===== src/shared/dtm_pkg.sv =====
// package: register map, field positions and reset values of the dual timer
package dtm_pkg;
	localparam logic [7:0] DTM_OFS_B_LOW = 8'hAC;
	localparam logic [7:0] DTM_OFS_B_HIGH = 8'hAD;
	localparam logic [7:0] DTM_OFS_A_LOW = 8'hAE;
	localparam logic [7:0] DTM_OFS_A_HIGH = 8'hAF;
	localparam logic [7:0] DTM_OFS_CTRL = 8'hCF;
	localparam logic [7:0] DTM_OFS_IRQ_STAT = 8'hD0;
	localparam logic [7:0] DTM_OFS_IRQ_MASK = 8'hD1;
	localparam int DTM_BIT_B_FLAG = 7;
	localparam int DTM_BIT_B_RELOAD = 6;
	localparam int DTM_BIT_B_RUN = 5;
	localparam int DTM_BIT_B_IEN = 4;
	localparam int DTM_BIT_A_FLAG = 3;
	localparam int DTM_BIT_A_RELOAD = 2;
	localparam int DTM_BIT_A_RUN = 1;
	localparam int DTM_BIT_A_IEN = 0;
	localparam logic [7:0] DTM_CTRL_RESET = 8'h00;
	localparam logic [15:0] DTM_COUNT_RESET = 16'h0000;
	localparam logic [1:0] DTM_IRQ_RESET = 2'h0;
	localparam int DTM_WIDTH = 16;
endpackage : dtm_pkg


===== src/shared/dtm_tmr_if.sv =====
// interface: control and status between the register block and one timer
`timescale 1ns/1ns
interface dtm_tmr_if #(parameter int W = 16);
	logic run;
	logic reload_mode;
	logic wr_low;
	logic wr_high;
	logic [7:0] wdata;
	logic [W-1:0] count;
	logic ovf;
	modport ctl (output run, reload_mode, wr_low, wr_high, wdata,
		input count, ovf);
	modport tmr (input run, reload_mode, wr_low, wr_high, wdata,
		output count, ovf);
endinterface : dtm_tmr_if


===== src/dtm_counter.sv =====
// one 16-bit timer with free-run and auto-reload modes
`timescale 1ns/1ns
module dtm_counter
	import dtm_pkg::*;
#(
	parameter int W = DTM_WIDTH
)(
	input wire logic i_clk, // system clock
	input wire logic i_rst_n, // synchronised reset
	dtm_tmr_if.tmr bus // control and status
);
	typedef struct packed {
		logic [W-1:0] count;
		logic [W-1:0] reload;
		logic ovf;
	} dtm_cnt_type;
	dtm_cnt_type st;
	dtm_cnt_type next_st;
	logic wrap;
	assign wrap = bus.run && (st.count == {W{1'b1}});
	always_comb
	begin
		next_st = st;
		next_st.ovf = wrap;
		if (bus.run)
		begin
			if (wrap)
				next_st.count = bus.reload_mode ? st.reload : '0;
			else
				next_st.count = st.count + 1'b1;
		end
		if (bus.reload_mode)
		begin
			if (bus.wr_low)
				next_st.reload[7:0] = bus.wdata;
			if (bus.wr_high)
				next_st.reload[15:8] = bus.wdata;
		end
		else
		begin
			if (bus.wr_low)
				next_st.count[7:0] = bus.wdata;
			if (bus.wr_high)
				next_st.count[15:8] = bus.wdata;
		end
	end
	always_ff @(posedge i_clk or negedge i_rst_n)
	begin
		if (!i_rst_n)
			st <= '0;
		else
			st <= next_st;
	end
	assign bus.count = st.count;
	assign bus.ovf = st.ovf;

	property p_wrap_free;
		@(posedge i_clk) disable iff (!i_rst_n)
		(wrap && !bus.reload_mode && !bus.wr_low && !bus.wr_high)
			|=> (st.count == '0) && st.ovf;
	endproperty
	a_wrap_free: assert property (p_wrap_free)
		else $error("free-run wrap did not reach zero");
	property p_wrap_reload;
		@(posedge i_clk) disable iff (!i_rst_n)
		(wrap && bus.reload_mode) |=> st.count == $past(st.reload);
	endproperty
	a_wrap_reload: assert property (p_wrap_reload)
		else $error("reload value not loaded on overflow");
	property p_halt;
		@(posedge i_clk) disable iff (!i_rst_n)
		(!bus.run && !bus.wr_low && !bus.wr_high) |=> $stable(st.count);
	endproperty
	a_halt: assert property (p_halt)
		else $error("counter moved while stopped");
	property p_reload_write;
		@(posedge i_clk) disable iff (!i_rst_n)
		(bus.reload_mode && bus.wr_low) |=> st.reload[7:0] == $past(bus.wdata);
	endproperty
	a_reload_write: assert property (p_reload_write)
		else $error("reload byte not stored");
	property p_free_write;
		@(posedge i_clk) disable iff (!i_rst_n)
		(!bus.reload_mode && bus.wr_high) |=> st.count[15:8] == $past(bus.wdata);
	endproperty
	a_free_write: assert property (p_free_write)
		else $error("count byte not written");
	c_wrap_reload: cover property (@(posedge i_clk) wrap && bus.reload_mode);
	c_wrap_free: cover property (@(posedge i_clk) wrap && !bus.reload_mode);
endmodule : dtm_counter


===== src/dtm_top.sv =====
// dual 16-bit reload timer: register file, flags and interrupts
`timescale 1ns/1ns
module dtm_top
	import dtm_pkg::*;
(
	input wire logic i_clk, // 20 MHz system clock
	input wire logic i_rst_n, // async reset, active low
	input wire logic [7:0] i_addr, // register address
	input wire logic [7:0] i_wdata, // write data
	input wire logic i_wr, // write strobe
	input wire logic i_rd, // read strobe
	output logic [7:0] o_rdata, // read data, cycle after strobe
	output logic o_a_irq, // timer three request
	output logic o_b_irq, // timer four request
	output logic o_irq // summary interrupt
);
	typedef struct packed {
		logic [7:0] ctrl;
		logic [1:0] stat;
		logic [1:0] mask;
		logic [7:0] rdata;
	} dtm_top_type;
	dtm_top_type st;
	dtm_top_type next_st;
	logic [1:0] rst_sync;
	logic rst_n;
	logic ctrl_wr;
	logic stat_wr;
	logic mask_wr;
	dtm_tmr_if #(.W(DTM_WIDTH)) a_if ();
	dtm_tmr_if #(.W(DTM_WIDTH)) b_if ();

	always_ff @(posedge i_clk or negedge i_rst_n)
	begin
		if (!i_rst_n)
			rst_sync <= 2'h0;
		else
			rst_sync <= {rst_sync[0], 1'b1};
	end
	assign rst_n = rst_sync[1];

	function automatic logic hit(input logic [7:0] a, input logic [7:0] ofs);
		hit = (a == ofs);
	endfunction : hit

	// register write strobes
	assign ctrl_wr = i_wr && hit(i_addr, DTM_OFS_CTRL);
	assign stat_wr = i_wr && hit(i_addr, DTM_OFS_IRQ_STAT);
	assign mask_wr = i_wr && hit(i_addr, DTM_OFS_IRQ_MASK);

	// per-timer strobes and controls
	assign a_if.run = st.ctrl[DTM_BIT_A_RUN];
	assign a_if.reload_mode = st.ctrl[DTM_BIT_A_RELOAD];
	assign a_if.wr_low = i_wr && hit(i_addr, DTM_OFS_A_LOW);
	assign a_if.wr_high = i_wr && hit(i_addr, DTM_OFS_A_HIGH);
	assign a_if.wdata = i_wdata;
	assign b_if.run = st.ctrl[DTM_BIT_B_RUN];
	assign b_if.reload_mode = st.ctrl[DTM_BIT_B_RELOAD];
	assign b_if.wr_low = i_wr && hit(i_addr, DTM_OFS_B_LOW);
	assign b_if.wr_high = i_wr && hit(i_addr, DTM_OFS_B_HIGH);
	assign b_if.wdata = i_wdata;

	dtm_counter #(.W(DTM_WIDTH)) u_a (
		.i_clk(i_clk),
		.i_rst_n(rst_n),
		.bus(a_if)
	);
	dtm_counter #(.W(DTM_WIDTH)) u_b (
		.i_clk(i_clk),
		.i_rst_n(rst_n),
		.bus(b_if)
	);

	always_comb
	begin
		next_st = st;
		next_st.rdata = 8'h00;
		if (ctrl_wr)
			next_st.ctrl = i_wdata;
		if (stat_wr)
			next_st.stat = st.stat & ~i_wdata[1:0];
		if (mask_wr)
			next_st.mask = i_wdata[1:0];
		// set wins over a same-cycle clear
		if (a_if.ovf)
		begin
			next_st.ctrl[DTM_BIT_A_FLAG] = 1'b1;
			next_st.stat[0] = 1'b1;
		end
		if (b_if.ovf)
		begin
			next_st.ctrl[DTM_BIT_B_FLAG] = 1'b1;
			next_st.stat[1] = 1'b1;
		end
		if (i_rd)
		begin
			unique case (i_addr)
				DTM_OFS_A_LOW: next_st.rdata = a_if.count[7:0];
				DTM_OFS_A_HIGH: next_st.rdata = a_if.count[15:8];
				DTM_OFS_B_LOW: next_st.rdata = b_if.count[7:0];
				DTM_OFS_B_HIGH: next_st.rdata = b_if.count[15:8];
				DTM_OFS_CTRL: next_st.rdata = st.ctrl;
				DTM_OFS_IRQ_STAT: next_st.rdata = {6'h00, st.stat};
				DTM_OFS_IRQ_MASK: next_st.rdata = {6'h00, st.mask};
				default: next_st.rdata = 8'h00;
			endcase
		end
	end

	always_ff @(posedge i_clk or negedge rst_n)
	begin
		if (!rst_n)
			st <= '{ctrl: DTM_CTRL_RESET, stat: DTM_IRQ_RESET,
				mask: DTM_IRQ_RESET, rdata: 8'h00};
		else
			st <= next_st;
	end

	assign o_rdata = st.rdata;
	assign o_a_irq = st.ctrl[DTM_BIT_A_FLAG] && st.ctrl[DTM_BIT_A_IEN];
	assign o_b_irq = st.ctrl[DTM_BIT_B_FLAG] && st.ctrl[DTM_BIT_B_IEN];
	assign o_irq = |(st.stat & st.mask);

	property p_b_flag;
		@(posedge i_clk) disable iff (!rst_n)
		b_if.ovf |=> st.ctrl[DTM_BIT_B_FLAG];
	endproperty
	a_b_flag: assert property (p_b_flag)
		else $error("timer four flag not set");
	property p_a_flag_sticky;
		@(posedge i_clk) disable iff (!rst_n)
		(st.ctrl[DTM_BIT_A_FLAG] && !(i_wr && hit(i_addr, DTM_OFS_CTRL)))
			|=> st.ctrl[DTM_BIT_A_FLAG];
	endproperty
	a_a_flag_sticky: assert property (p_a_flag_sticky)
		else $error("timer three flag dropped by hardware");
	property p_a_irq;
		@(posedge i_clk) disable iff (!rst_n)
		(a_if.ovf && st.ctrl[DTM_BIT_A_IEN] && !ctrl_wr)
			|=> o_a_irq;
	endproperty
	a_a_irq: assert property (p_a_irq)
		else $error("timer three request wrong");
	property p_read_live;
		@(posedge i_clk) disable iff (!rst_n)
		(i_rd && i_addr == DTM_OFS_A_HIGH) |=> o_rdata == $past(a_if.count[15:8]);
	endproperty
	a_read_live: assert property (p_read_live)
		else $error("read did not return live count");
	property p_ctrl_after_reset;
		@(posedge i_clk) $rose(rst_n) |-> st.ctrl == DTM_CTRL_RESET;
	endproperty
	a_ctrl_after_reset: assert property (p_ctrl_after_reset)
		else $error("control not clear after reset");

	// flags: set only by overflow or software, kept until written
	property p_a_flag;
		@(posedge i_clk) disable iff (!rst_n)
		a_if.ovf |=> st.ctrl[DTM_BIT_A_FLAG];
	endproperty
	a_a_flag: assert property (p_a_flag)
		else $error("timer three flag not set");
	property p_b_flag_sticky;
		@(posedge i_clk) disable iff (!rst_n)
		(st.ctrl[DTM_BIT_B_FLAG] && !ctrl_wr)
			|=> st.ctrl[DTM_BIT_B_FLAG];
	endproperty
	a_b_flag_sticky: assert property (p_b_flag_sticky)
		else $error("timer four flag dropped by hardware");
	property p_a_flag_quiet;
		@(posedge i_clk) disable iff (!rst_n)
		(!st.ctrl[DTM_BIT_A_FLAG] && !a_if.ovf && !ctrl_wr)
			|=> !st.ctrl[DTM_BIT_A_FLAG];
	endproperty
	a_a_flag_quiet: assert property (p_a_flag_quiet)
		else $error("timer three flag set without overflow");
	property p_b_flag_quiet;
		@(posedge i_clk) disable iff (!rst_n)
		(!st.ctrl[DTM_BIT_B_FLAG] && !b_if.ovf && !ctrl_wr)
			|=> !st.ctrl[DTM_BIT_B_FLAG];
	endproperty
	a_b_flag_quiet: assert property (p_b_flag_quiet)
		else $error("timer four flag set without overflow");

	// requests follow flag and enable
	property p_b_irq;
		@(posedge i_clk) disable iff (!rst_n)
		(b_if.ovf && st.ctrl[DTM_BIT_B_IEN] && !ctrl_wr)
			|=> o_b_irq;
	endproperty
	a_b_irq: assert property (p_b_irq)
		else $error("timer four request not raised");
	property p_a_irq_gate;
		@(posedge i_clk) disable iff (!rst_n)
		!st.ctrl[DTM_BIT_A_IEN] |-> !o_a_irq;
	endproperty
	a_a_irq_gate: assert property (p_a_irq_gate)
		else $error("timer three request while disabled");
	property p_b_irq_gate;
		@(posedge i_clk) disable iff (!rst_n)
		!st.ctrl[DTM_BIT_B_IEN] |-> !o_b_irq;
	endproperty
	a_b_irq_gate: assert property (p_b_irq_gate)
		else $error("timer four request while disabled");

	// control register writes and hold
	property p_ctrl_write;
		@(posedge i_clk) disable iff (!rst_n)
		(ctrl_wr && !a_if.ovf && !b_if.ovf)
			|=> st.ctrl == $past(i_wdata);
	endproperty
	a_ctrl_write: assert property (p_ctrl_write)
		else $error("control write not stored");
	property p_ctrl_hold;
		@(posedge i_clk) disable iff (!rst_n)
		(!ctrl_wr && !a_if.ovf && !b_if.ovf)
			|=> $stable(st.ctrl);
	endproperty
	a_ctrl_hold: assert property (p_ctrl_hold)
		else $error("control changed without write");

	// read path
	property p_read_a_low;
		@(posedge i_clk) disable iff (!rst_n)
		(i_rd && i_addr == DTM_OFS_A_LOW) |=>
			o_rdata == $past(a_if.count[7:0]);
	endproperty
	a_read_a_low: assert property (p_read_a_low)
		else $error("timer three low byte read wrong");
	property p_read_b_low;
		@(posedge i_clk) disable iff (!rst_n)
		(i_rd && i_addr == DTM_OFS_B_LOW) |=>
			o_rdata == $past(b_if.count[7:0]);
	endproperty
	a_read_b_low: assert property (p_read_b_low)
		else $error("timer four low byte read wrong");
	property p_read_b_high;
		@(posedge i_clk) disable iff (!rst_n)
		(i_rd && i_addr == DTM_OFS_B_HIGH) |=>
			o_rdata == $past(b_if.count[15:8]);
	endproperty
	a_read_b_high: assert property (p_read_b_high)
		else $error("timer four high byte read wrong");
	property p_read_ctrl;
		@(posedge i_clk) disable iff (!rst_n)
		(i_rd && i_addr == DTM_OFS_CTRL) |=>
			o_rdata == $past(st.ctrl);
	endproperty
	a_read_ctrl: assert property (p_read_ctrl)
		else $error("control read wrong");
	property p_rdata_idle;
		@(posedge i_clk) disable iff (!rst_n)
		!i_rd |=> o_rdata == 8'h00;
	endproperty
	a_rdata_idle: assert property (p_rdata_idle)
		else $error("read data outside read cycle");

	// overflow only from a running all-ones count
	property p_a_ovf_src;
		@(posedge i_clk) disable iff (!rst_n)
		a_if.ovf |->
			$past(a_if.run) && ($past(a_if.count) == '1);
	endproperty
	a_a_ovf_src: assert property (p_a_ovf_src)
		else $error("timer three overflow without wrap");
	property p_b_ovf_src;
		@(posedge i_clk) disable iff (!rst_n)
		b_if.ovf |->
			$past(b_if.run) && ($past(b_if.count) == '1);
	endproperty
	a_b_ovf_src: assert property (p_b_ovf_src)
		else $error("timer four overflow without wrap");

	// interrupt status and summary output
	property p_a_stat;
		@(posedge i_clk) disable iff (!rst_n)
		a_if.ovf |=> st.stat[0];
	endproperty
	a_a_stat: assert property (p_a_stat)
		else $error("timer three status not set");
	property p_b_stat;
		@(posedge i_clk) disable iff (!rst_n)
		b_if.ovf |=> st.stat[1];
	endproperty
	a_b_stat: assert property (p_b_stat)
		else $error("timer four status not set");
	property p_stat_clear;
		@(posedge i_clk) disable iff (!rst_n)
		(stat_wr && i_wdata[0] && !a_if.ovf) |=>
			!st.stat[0];
	endproperty
	a_stat_clear: assert property (p_stat_clear)
		else $error("status bit not cleared");
	property p_irq_level;
		@(posedge i_clk) disable iff (!rst_n)
		(st.stat[1] && st.mask[1]) |-> o_irq;
	endproperty
	a_irq_level: assert property (p_irq_level)
		else $error("summary interrupt low while pending");
	property p_rst_regs;
		@(posedge i_clk) $rose(rst_n) |->
			(st.stat == DTM_IRQ_RESET) && (st.mask == DTM_IRQ_RESET);
	endproperty
	a_rst_regs: assert property (p_rst_regs)
		else $error("status or mask not clear after reset");
	c_b_irq: cover property (@(posedge i_clk) disable iff (!rst_n) $rose(o_b_irq));
	c_irq: cover property (@(posedge i_clk) disable iff (!rst_n) $rose(o_irq));
endmodule : dtm_top


===== config.mk =====
export PLATFORM = sky130hd
export DESIGN_NAME = dtm_top
export DESIGN_NICKNAME = d
export VERILOG_FILES = /design/src/shared/dtm_pkg.sv /design/src/shared/dtm_tmr_if.sv /design/src/dtm_counter.sv /design/src/dtm_top.sv
export SDC_FILE = /design/constraint.sdc
export NUM_CORES = 1
export LEC_CHECK = 0
export ABC_AREA = 1
export BUFFER_PORTS_ARGS = -buffer_cell sky130_fd_sc_hd__clkbuf_2
export CAP_MARGIN = 20
export CORE_MARGIN = 1.5
export CORE_UTILIZATION = 48
export CTS_CLUSTER_DIAMETER = 150
export DETAILED_ROUTE_END_ITERATION = 7
export PLACE_DENSITY = 0.74
export SETUP_SLACK_MARGIN = 0.4
export SLEW_MARGIN = 40
export SYNTH_ARGS = -nofsm -noshare
export SYNTH_HDL_FRONTEND = slang
export SYNTH_SLANG_ARGS = --single-unit

===== constraint.sdc =====
create_clock -name i_clk -period 4.2 [get_ports i_clk]
set_input_delay 0 -clock i_clk [delete_from_list [all_inputs] [get_ports i_clk]]
set_output_delay 0 -clock i_clk [all_outputs]
set_load 0.02 [all_outputs]

== Yosys cells after proc, flatten, opt, wreduce, memory -nomap -nowiden ==
Index checks and enable logic that the tools add are counted.
Operators by class
  reduce and logical (&&, ||, !) cells: 20
  bitwise gates (word level): 3
  eq/ne operators: 9
  add/subtract/negate cells: 2
  multiplexer cells: 20
Operators with widths (count)
  $mux W16: 8
  $eq A8 B8 Y1 const B: 7
  $pmux W8 S7: 1
  $mux W8: 6
  $add A16 B1 Y16 const B: 2
  $eq A16 B16 Y1 const B: 2
  $logic_and A1 B1 Y1: 11
  $reduce_and A2 Y1: 4
  $reduce_bool A2 Y1: 4
  $and A2 B2 Y2: 2
  $mux W1: 4
  $mux W2: 1
  $not A2 Y2: 1
  $reduce_or A2 Y1: 1
Word-level totals
  bits in registers: 88
  word-level logic and storage cells: 70
  output and inout bits: 11
  input port bits: 20

== Longest topological paths before layout ==
Gate-level depths: netlist of run 1.
  word-level depth: 6
  gate-level depth with buffers: 10
  gate-level depth less buffers: 10

== By module ==
A second synthesis of run 1 with hierarchy kept.
Second synthesis, totals
  cells, all modules: 833
  area total of the unflattened synthesis: 5788.1 µm²
Modules (own cells, without submodules)
  dtm_counter: times used 2, cells each 310, area each 2164.6 µm²
  dtm_top: times used 1, cells each 213, area each 1458.9 µm²

== Least setup slack after synthesis of run 1 ==
Ideal clock, no wire load.
  path type: flip-flop to flip-flop
  start: register u_b.st, in the netlist u_b.bus.count[1]
  end: register u_b.st, in the netlist u_b.bus.count[15]
  stages on the path, launching flop included: 11
  arrival: 1510 ps
  path slack: 2567 ps
  data required time: 4078 ps
  path buffers: 0
  clock period less this slack: 1633 ps
  cell sequence: dfrtp_1 ha_1 nand2_1 nor2_1 nand2_1 nor2_2 nand2_1 nand3_1 nand2_1 nand2_1 a21oi_1
RTL lines
  start: declaration: line dtm_counter.sv:17  | dtm_cnt_type st;
  start signal: assignment: line dtm_counter.sv:52  | st <= next_st;

==> results.yml, run 1 <==
outcome:
  status: "finished clean"
cells_and_area:
  diodes: 0
  layout-drive-gt1-share: 0.0926
  final_cell_count_no_fill: 892
  nets: 773
  area_growth_pct: 10.4
logic_synthesis:
  synth_fp_nets: 745
  async_flop_share: 1.00
  seq_area_frac_synth: 0.436
  synthTopCellsByArea: "dfrtp_1 44%, nand2_1 16%, a21oi_1 6.2%"
  synth_area_per_cell_sq_um: 6.99
  synth_cells: 723
  synth_area_sq_mm: 0.00505
  yosysTopAreaCellShare: 0.436
  synth_flop_cell: "dfrtp_1"
  ys_types: 28
  synth_edf_count: 0
  synth.largest_area_cell: "dfrtp_1"
  yosys_register_bits: 88
  yosysWarnings: 0
clock_network:
  cts_num_sinks: 88
  cts_setup_buffers: 0
  numCtsBuffers: 9
  post_cts_resized: 0
  clk_path_buf_depth: 2
  clkLatencyLatePin_ns: 0.38
  cts_hold_buf: 9
  cts-root-buf: "clkbuf_8"
  cts_tree: "yes"
  clk_pin_slew_worst_paths_ns: 0.09
  htree_levels: 3
placement:
  routabilityCongestion: 0.966
  place.port_buffers: 30
  placedCellCount: 866
  detailed_place_hpwl_um: 10800
setup_path:
  criticalPathCategory: "reg -> reg"
  r2r_start: "b_if.run$_DFFE_PN0P_"
  start_kind: "register"
  critPathArrivalTime_ns: 3.08
  worstPathMaxFanout: 22
  rrSetupSlack_ns: 1.38
  r2r_cells: 7
  critPathLaunch: "b_if.run$_DFFE_PN0P_"
  critPathCaptureType: "register"
  worst_ep_required_time_ns: 4.46
  worstReg2RegEnd: "u_b.bus.count[0]$_DFF_PN0_"
die:
  die_x_um: 106
  coreArea_sq_mm: 0.0103
  die-area_sq_mm: 0.0112
  rows: 37
  die_h_um: 106
  io_pins: 31
  start_util: 0.492
global_routing:
  grt_pass1_wl_um: 23800
  grt_max_degree: 31
  grt-ovfl-total: 0
  antenna_found_initial: 0
  track_usage: 0.281
  grt_pass1_vias: 4449
hold_path:
  whs_path_depth: 4
  worst_hold_path.endpoint: "o_rdata[6]$_DFF_PN0_"
  hp-class: "in -> reg"
  worst_hold_startpoint: "i_addr[4]"
timing:
  finClkSkew_ns: 0.00978
  tightestPinTransition_ns: 0.722
  rsz0062_at_grt: "false"
  max_slew_margin: 0.519
  holdWs_ns: 0.0155
  period_minus_slack_ns: 2.82
  setup_viol: 0
  hold_viol: 0
  max_freq_ghz: 0.355
  post-route-period-util: 0.671
  slew_violations: 0
  fin_tns_setup_ns: 0
pwr:
  power.density_mw_per_mm2: 389
  pwr-share-comb: 0.224
  p_leak_nw: 2.62
  p_seq_frac: 0.508
  p_int_mw: 1.38
  ir_drop_mv: 0.219
  p_switching_mw: 0.794
  switching_share: 0.366
  clkPwrFrac: 0.268
routing:
  viasPerCell: 5.49
  wl_um: 14800
  first_pass_iters: 5
  vias: 4897
  wl_per_cell_um: 16.6
  drc: 0
  drtIter0Drc: 461
  ant_nets: 0
job:
  maxCapViolCount: 0
-- flip-flops by register name, indices dropped and copies added (netlist names) --
signal and flops:
u_a.st 16, st 8, b_if.run 1, b_if.reload_mode 1, u_b.st 16, u_b.bus.ovf 1
u_b.bus.count 16, u_a.bus.ovf 1, a_if.run 1, a_if.reload_mode 1, o_rdata 8, rst_sync 2
u_a.bus.count 16
-- power groups by stage --
stage,Clock [mW],Sequential [mW],Combinational [mW]
after global routing,0.617,1.12,0.558
after floorplan,0,1.05,0.382
after CTS,0.585,1.10,0.479
final,0.581,1.10,0.486
after detailed placement,0,1.11,0.467
after global placement,0,1.12,0.444
-- final cells by class --
class / count / area, sq um
Inverter: 72 / 270
Timing Repair Buffer: 44 / 305
Clock buffer: 10 / 138
Tap cell: 136 / 170
Multi-Input combinational cell: 536 / 2440
Sequential cell: 88 / 2210
Clock inverter: 6 / 50.0
Fill cell: 1014 / 4700
-- cells in the mapped netlist, types with 5 or more instances --
cell type	n
o21ai_1	33
clkbuf_1	10
xor2_1	9
nor3_1	7
nand3_1	35
nor2_2	5
nor2_1	84
nand2_2	5
inv_2	5
inv_1	66
a21oi_1	63
nand4_1	17
dfrtp_1	88
nand2_1	211
buf_2	7
buf_4	8
o21ai_0	50
-- worst max-delay path by stage --
stage | end | slack [ns]
6_report | u_b.bus.count[0]$_DFF_PN0_ | 1.38
2_1_floorplan | a_if.reload_mode$_DFFE_PN0P_ | 1.57
3_3_place_gp | u_b.bus.count[13]$_DFF_PN0_ | 1.60
3_5_place_dp | u_b.bus.count[11]$_DFF_PN0_ | 1.48
4_1_cts | u_b.bus.count[11]$_DFF_PN0_ | 1.48
5_1_grt | u_b.bus.count[0]$_DFF_PN0_ | 1.13
-- per-stage QoR --
stage	setup WS [ns]	utilization	power [mW]	instance area, sq um
floorplan	1.57	-	1.43	5050
global placement	1.60	0.511	1.56	5250
detailed placement	1.48	0.515	1.58	5290
CTS	1.48	0.542	2.16	5570
global route	1.13	0.543	2.29	5580
finish	1.38	0.543	2.17	5580
-- metal layers --
layer / wire length, um / share of wire / vias up / GRT usage
met5: 0 / 0 / - / 0
met1: 6500 / 0.44 / 2241 / 0.400
met3: 1280 / 0.086 / 37 / 0.0588
met2: 6540 / 0.44 / 235 / 0.414
met4: 501 / 0.034 / 0 / 0.125
li1: - / - / 2384 / -
-- critical path, stage by stage (launching register included) --
cell and delay (ns):
dfrtp_1 0.82, clkinv_1 0.71, nor3_2 0.47, nand2_1 0.31, nand2_1 0.15, o21ai_0 0.09, nand2_1 0.07, a21oi_1 0.08
-- cells in the final DEF (no fill, tap or decap) --
| master | count |
|---|---|
| nand2_1 | 211 |
| dfrtp_1 | 87 |
| nor2_1 | 84 |
| inv_1 | 66 |
| a21oi_1 | 63 |
| o21ai_0 | 50 |
| nand3_1 | 35 |
| o21ai_1 | 33 |
| clkbuf_2 | 30 |
| nand4_1 | 17 |
| clkbuf_8 | 10 |
| dlygate4sd3_1 | 10 |
| xor2_1 | 9 |
| nor3_1 | 7 |
| nor2_2 | 5 |
| nand2_2 | 5 |
| inv_2 | 5 |
| xnor2_1 | 4 |
| o22ai_1 | 4 |
| nor3_2 | 2 |
| ha_1 | 2 |
| inv_6 | 2 |
| clkinvlp_4 | 2 |
| clkinv_4 | 2 |
| buf_12 | 2 |
| buf_4 | 2 |
| clkinv_1 | 1 |
| nor3_4 | 1 |
| or2_2 | 1 |
| and3_1 | 1 |
| a22o_1 | 1 |
| conb_1 | 1 |
| dfrtp_4 | 1 |
-- kinds of logic after synthesis --
family	count (synthesis)	synth area share
simple gates	369	0.304
compound gates	151	0.151
buf+inv	99	0.0812
flops	88	0.436
xor+xnor	13	0.0225
fa+ha+maj	2	0.00495
other cells	1	0.000742
Note: power is estimated with default switching activity, not from simulation.
==> run 2: changes to the inputs <==
Settings changed: PLACE_DENSITY 0.74 to 0.77.
Clock period 4.2 ns to 2.4 ns, I/O delays scaled along.
==> run 2 against run 1 <==
Clock-buffer cell count decreased by 1. Routed wire length decreased by 1.3%. Setup slack got worse by 0.82 ns. Register-to-register slack got worse by 0.82 ns. Sequential power increased by 75%. Sequential share of layout area decreased by 0.66 points. Critical path type unchanged. Highest routed layer unchanged.
==> results.yml, run 2 (synthesis results as in run 1) <==
clock_network:
  cts-root-buf: "clkbuf_8"
  clkLatencyLatePin_ns: 0.37
  numCtsBuffers: 9
  cts_tree: "yes"
  htree_levels: 3
  clk_pin_slew_worst_paths_ns: 0.09
  clk_path_buf_depth: 2
  cts_num_sinks: 88
global_routing:
  grt_pass1_vias: 4426
  track_usage: 0.276
  grt_max_degree: 45
  grt_pass1_wl_um: 23600
  antenna_found_initial: 0
  grt-ovfl-total: 0
job:
  maxCapViolCount: 0
pwr:
  ir_drop_mv: 0.304
  pwr-share-comb: 0.214
  total_power_mw: 4.08
  p_switching_mw: 1.37
  switching_share: 0.336
  power.density_mw_per_mm2: 718
  p_leak_nw: 2.67
  clkPwrFrac: 0.313
  p_int_mw: 2.71
  p_seq_frac: 0.473
hold_path:
  worst_hold_startpoint: "i_wdata[5]"
  hp-class: "in -> reg"
die:
  die_x_um: 106
  io_pins: 31
  start_util: 0.492
  rows: 37
  die-area_sq_mm: 0.0112
  coreArea_sq_mm: 0.0103
  die_h_um: 106
placement:
  detailed_place_hpwl_um: 10700
  routabilityCongestion: 0.979
  place.port_buffers: 30
  postPlaceCellArea_sq_mm: 0.00529
  placedCellCount: 867
setup_path:
  slowest_stage: "dfrtp_1"
  slowest_delay_ns: 0.41
  criticalPathCategory: "reg -> reg"
  cp_cell_sequence: "ha_1 > nand2_1 > nor2_2 > nand2_2 > nor2_4 > nand2_2 > o21ai_0 > nand2_1 > a21oi_1"
  critPathLaunch: "u_b.bus.count[1]$_DFF_PN0_"
  critPathCaptureType: "register"
  worst_ep_required_time_ns: 2.68
  critPathArrivalTime_ns: 2.12
  start_kind: "register"
  crit_buf_inv: 0
  worstPathMaxFanout: 9
  crit_family: "simple AND/OR/NAND/NOR gates"
  r2r_start: "u_b.bus.count[1]$_DFF_PN0_"
cells_and_area:
  final_area_sq_mm: 0.00568
  mostFrequentLayoutCells: "205 x nand2_1, 87 x dfrtp_1, 83 x nor2_1"
  nets: 774
  layout-drive-gt1-share: 0.104
  diodes: 0
  area_growth_pct: 12.3
  final_cell_count_no_fill: 893
  final_common_cell: "nand2_1"
timing:
  post-route-period-util: 0.764
  rsz0062_at_grt: "false"
  period_minus_slack_ns: 1.83
  fin_tns_setup_ns: 0
  finClkSkew_ns: 0.00902
  max_freq_ghz: 0.545
  hold_viol: 0
  slew_violations: 0
  tightestPinTransition_ns: 0.570
  max_slew_margin: 0.620
  setup_viol: 0
routing:
  drc: 0
  first_pass_iters: 5
  drtIter0Drc: 507
  wl_per_cell_um: 16.4
  wl_um: 14600
  viasPerCell: 5.51
  ant_nets: 0
  vias: 4924
outcome:
  status: "finished clean"
## run 2: cell count changes in the layout (fill, tap and decap cells not counted), moves of 3 or more
cell / before / now
nand2_1: 211 / 205
nand2_2: 5 / 10
nor2_4: 0 / 4
buf_4: 2 / 5
bufinv_16: 0 / 3
nor2_2: 5 / 2
## run 2: worst paths after layout
path                       slack [ns]  cells after the start                           to
max in group asynchronous        1.43                      1        u_b.bus.ovf$_DFF_PN0_
min in group asynchronous        0.33                      0       u_a.st[11]$_DFFE_PN0P_
min                              0.03                      3         b_if.run$_DFFE_PN0P_
min reg2reg                      0.33                      0       u_a.st[11]$_DFFE_PN0P_
max reg2reg                      0.57                      9  u_b.bus.count[10]$_DFF_PN0_
max                              0.57                      9  u_b.bus.count[10]$_DFF_PN0_
## run 2: power by group through the flow
| stage | logic (mW) | clock network [mW] | registers [mW] |
|---|---|---|---|
| 3_3_place_gp | 0.811 | 0 | 1.94 |
| 6_report | 0.874 | 1.28 | 1.93 |
| 4_1_cts | 0.838 | 1.30 | 1.92 |
| 2_1_floorplan | 0.669 | 0 | 1.84 |
| 3_5_place_dp | 0.819 | 0 | 1.95 |
| 5_1_grt | 0.993 | 1.37 | 1.96 |
## run 2: area by class of cell
| type | instances | area [sq um] |
|---|---|---|
| fill | 993 | 4600 |
| multi-input combinational | 536 | 2480 |
| sequential | 88 | 2210 |
| timing repair buffer | 45 | 298 |
| inverter | 72 | 270 |
| tap | 136 | 170 |
| clock buffer | 9 | 124 |
| clock inverter | 7 | 124 |
## run 2: metrics by stage
stage	util	setup slack, ns	hold WS (ns)
after floorplan	-	0.767	-0.296
final	0.552	0.566	0.0300
after global placement	0.515	0.431	-0.213
after global routing	0.552	0.408	0.0219
after CTS	0.548	0.406	0.00607
after detailed placement	0.515	0.401	-0.212
## run 2: per-layer routing
| metal | routed length [um] | share of wire | vias up | global-route usage |
|---|---|---|---|---|
| li1 | - | - | 2387 | - |
| met1 | 6600 | 0.45 | 2286 | 0.401 |
| met2 | 6360 | 0.43 | 217 | 0.404 |
| met3 | 1240 | 0.085 | 34 | 0.0495 |
| met4 | 436 | 0.030 | 0 | 0.118 |
| met5 | 0 | 0 | - | 0 |
## run 2: what timing repair did
item,4_1_cts,5_1_grt
gates resized for setup,1,11
endpoints found under the hold margin,34,0
gates cloned,0,0
hold buffers,9,0
buffers inserted,0,1
endpoints found under the setup margin,1,29
## run 2: worst reg2reg max path, cell delays in order (launching register included)
cell,delay (ns)
dfrtp_1,0.41
ha_1,0.25
nand2_1,0.10
nor2_2,0.13
nand2_2,0.12
nor2_4,0.16
nand2_2,0.13
o21ai_0,0.20
nand2_1,0.07
a21oi_1,0.17
==> run 3: changes to the inputs <==
Settings changed: ABC_AREA 1 to 0, PLACE_DENSITY 0.77 to 0.74.
Clock period 2.4 ns to 1.7 ns, I/O delays scaled along.
==> run 3 against run 2 <==
The run now ends with negative setup slack left. Combinational power increased to 2.8 times the previous value. Register-to-register slack got worse by 0.77 ns. Die area increased by 0.22%. Core utilization increased by 14 points. Clock skew increased by 0.00081 ns. Sequential cell count unchanged. Setup slack got worse by 0.77 ns. Non-clock buffer count increased by 105. Global-route usage increased by 2.5 points. Fmax decreased by 3.5%. Via count increased by 0.16%. Sequential power increased by 31%. Largest cell class unchanged.
==> results.yml, run 3 <==
logic_synthesis:
  synth_top_family_by_area: "simple AND/OR/NAND/NOR gates"
  ys_types: 71
  yosys.area_share.adder: 0.00494
  synth_area_per_cell_sq_um: 10.3
  synth_area_sq_mm: 0.00507
  seq_area_frac_synth: 0.435
  yosys.area_share.simple: 0.221
  synthTopCellsByCount: "88 x dfrtp_1, 55 x nand2_1, 52 x mux2_2"
  async_flop_share: 1.00
  synth.most_common_cell: "dfrtp_1"
  yosysTopAreaCellShare: 0.435
  synth_fp_nets: 514
  synth_flop_cell: "dfrtp_1"
  synthXorXnorAreaFrac: 0.0173
  yosysWarnings: 0
  synthTopCellsByArea: "dfrtp_1 43%, mux2_2 12%, nand2_1 4.1%"
  synth_compound_area_frac: 0.137
  synth.largest_area_cell: "dfrtp_1"
  synth_cells: 492
  synthMuxAreaShare: 0.136
  yosys_register_bits: 88
  synth_edf_count: 0
routing:
  first_pass_iters: 5
  drc: 0
  viasPerCell: 6.55
  ant_nets: 0
  wl_per_cell_um: 22.9
  vias: 4932
  drtIter0Drc: 629
  wl_um: 17200
cells_and_area:
  fill_cells: 682
  mostFrequentLayoutCells: "85 x dfrtp_1, 76 x buf_4, 52 x nand2_1"
  final_area_sq_mm: 0.00707
  final_common_cell: "dfrtp_1"
  regArea_sq_mm: 0.00221
  multi_input_area_sq_mm: 0.00314
  nets: 636
  diodes: 0
  layout-drive-gt1-share: 0.473
  postLayoutCoreUtil: 0.688
  area_growth_pct: 39.5
die:
  die-area_sq_mm: 0.0112
  die_h_um: 106
  rows: 37
  coreArea_sq_mm: 0.0103
  die_x_um: 106
  io_pins: 31
  start_util: 0.493
timing:
  slew_violations: 0
  max_freq_ghz: 0.526
  setup_viol: 25
  fin_ws_ns: -0.200
  tightestPinTransition_ns: 0.679
  rsz0062_at_grt: "true"
  post-route-period-util: 1.12
  finClkSkew_ns: 0.00984
  hold_viol: 0
  max_slew_margin: 0.545
  period_minus_slack_ns: 1.90
global_routing:
  grt_max_degree: 33
  track_usage: 0.300
  antenna_found_initial: 0
  grt-ovfl-total: 0
  grt_pass1_wl_um: 25700
  grt_pass1_vias: 4717
setup_path:
  start_kind: "register"
  criticalPathCategory: "reg -> reg"
  cp-endpoint: "u_a.bus.count[2]$_DFF_PN0_"
  worstPathMaxFanout: 4
  worst_ep_required_time_ns: 1.96
  critPathLaunch: "u_a.bus.count[0]$_DFF_PN0_"
  critPathArrivalTime_ns: 2.16
  r2r_cells: 6
  worstReg2RegEnd: "u_a.bus.count[2]$_DFF_PN0_"
  critPathCaptureType: "register"
  rrSetupSlack_ns: -0.20
  r2r_start: "u_a.bus.count[0]$_DFF_PN0_"
outcome:
  status: "finished with violations"
  violations: "negative setup slack"
clock_network:
  cts_num_sinks: 88
  htree_levels: 3
  cts_tree: "yes"
  clkLatencyLatePin_ns: 0.38
  clk_path_buf_depth: 2
  cts-root-buf: "clkbuf_8"
  numCtsBuffers: 9
  clk_pin_slew_worst_paths_ns: 0.09
pwr:
  p_leak_nw: 3.16
  total_power_mw: 6.55
  power.density_mw_per_mm2: 927
  ir_drop_mv: 0.688
hold_path:
  hp-class: "in -> reg"
placement:
  pre_cts_ws_ns: -0.0479
  detailed_place_hpwl_um: 10200
  place.port_buffers: 30
  routabilityCongestion: 0.933
  postPlaceCellArea_sq_mm: 0.00588
job:
  maxCapViolCount: 0
-- run 3: critical path, stage by stage (launching register included) --
cell	delay, ns
dfrtp_1	0.37
ha_2	0.20
and3_4	0.20
nand4_1	0.19
nor4_4	0.36
a31oi_1	0.15
o31ai_1	0.31
-- run 3: timing repair --
action                                 in CTS  in global routing
endpoints found under the hold margin       2                  0
setup endpoints to repair                  65                 66
pin swaps                                  36                 28
buffers inserted                           35                 17
gates resized for setup                    72                 46
hold buffers                                2                  0
gates cloned                                1                  0
-- run 3: metal layers --
metal  wire [um]  part of all wire  global-route usage  vias up
met5           0                 0                   0        -
met4         896             0.052               0.152        0
met3        1710             0.099              0.0433       96
met2        7720              0.45               0.465      354
met1        6900              0.40               0.411     2402
li1            -                 -                   -     2080
-- run 3: area by class of cell --
class,instances,share of cell area
repair buffers,150,0.184
clock buffers,11,0.0200
multi-input cells,357,0.444
flip-flops and latches,88,0.312
clock inverters,3,0.00956
well taps,136,0.0241
inverters,8,0.00602
-- run 3: cell families (layout without fill, tap and decap cells) --
| family | count (synthesis) | count (layout) |
|---|---|---|
| flip-flops | 88 | 88 |
| XOR/XNOR | 10 | 10 |
| buffers and inverters | 47 | 172 |
| other | 1 | 1 |
| multiplexers | 61 | 61 |
| adder cells (fa/ha/maj) | 2 | 2 |
| AO/OA/AOI/OAI | 101 | 101 |
| AND/OR/NAND/NOR | 182 | 182 |
-- run 3: how the worst min path moves through the flow --
stage,start,end,slack [ns],cells past startpoint
after floorplan,i_rst_n,rst_sync[0]$_DFF_PN0_,-0.30,0
after global placement,i_rst_n,rst_sync[0]$_DFF_PN0_,-0.21,1
after detailed placement,i_rst_n,rst_sync[0]$_DFF_PN0_,-0.21,1
after CTS,i_wdata[4],u_b.bus.count[12]$_DFF_PN0_,0.008,3
after global routing,i_wdata[4],u_b.bus.count[12]$_DFF_PN0_,0.03,3
final,i_wdata[4],u_b.bus.count[12]$_DFF_PN0_,0.03,3
-- run 3: power breakdown --
| part | total (mW) | switching [mW] | internal (mW) |
|---|---|---|---|
| Sequential | 2.52 | 0.229 | 2.29 |
| Combinational | 2.42 | 1.22 | 1.19 |
| Clock | 1.62 | 0.768 | 0.853 |
| Total | 6.55 | 2.22 | 4.33 |
-- run 3: through the flow --
stage	TNS (ns)	cells	hold slack, ns
final	-1.67	753	0.0321
after global routing	-3.27	753	0.0281
after CTS	-0.0698	736	0.00765
after detailed placement	-0.0925	684	-0.211
after global placement	-0.00911	684	-0.213
after floorplan	-0.104	492	-0.296
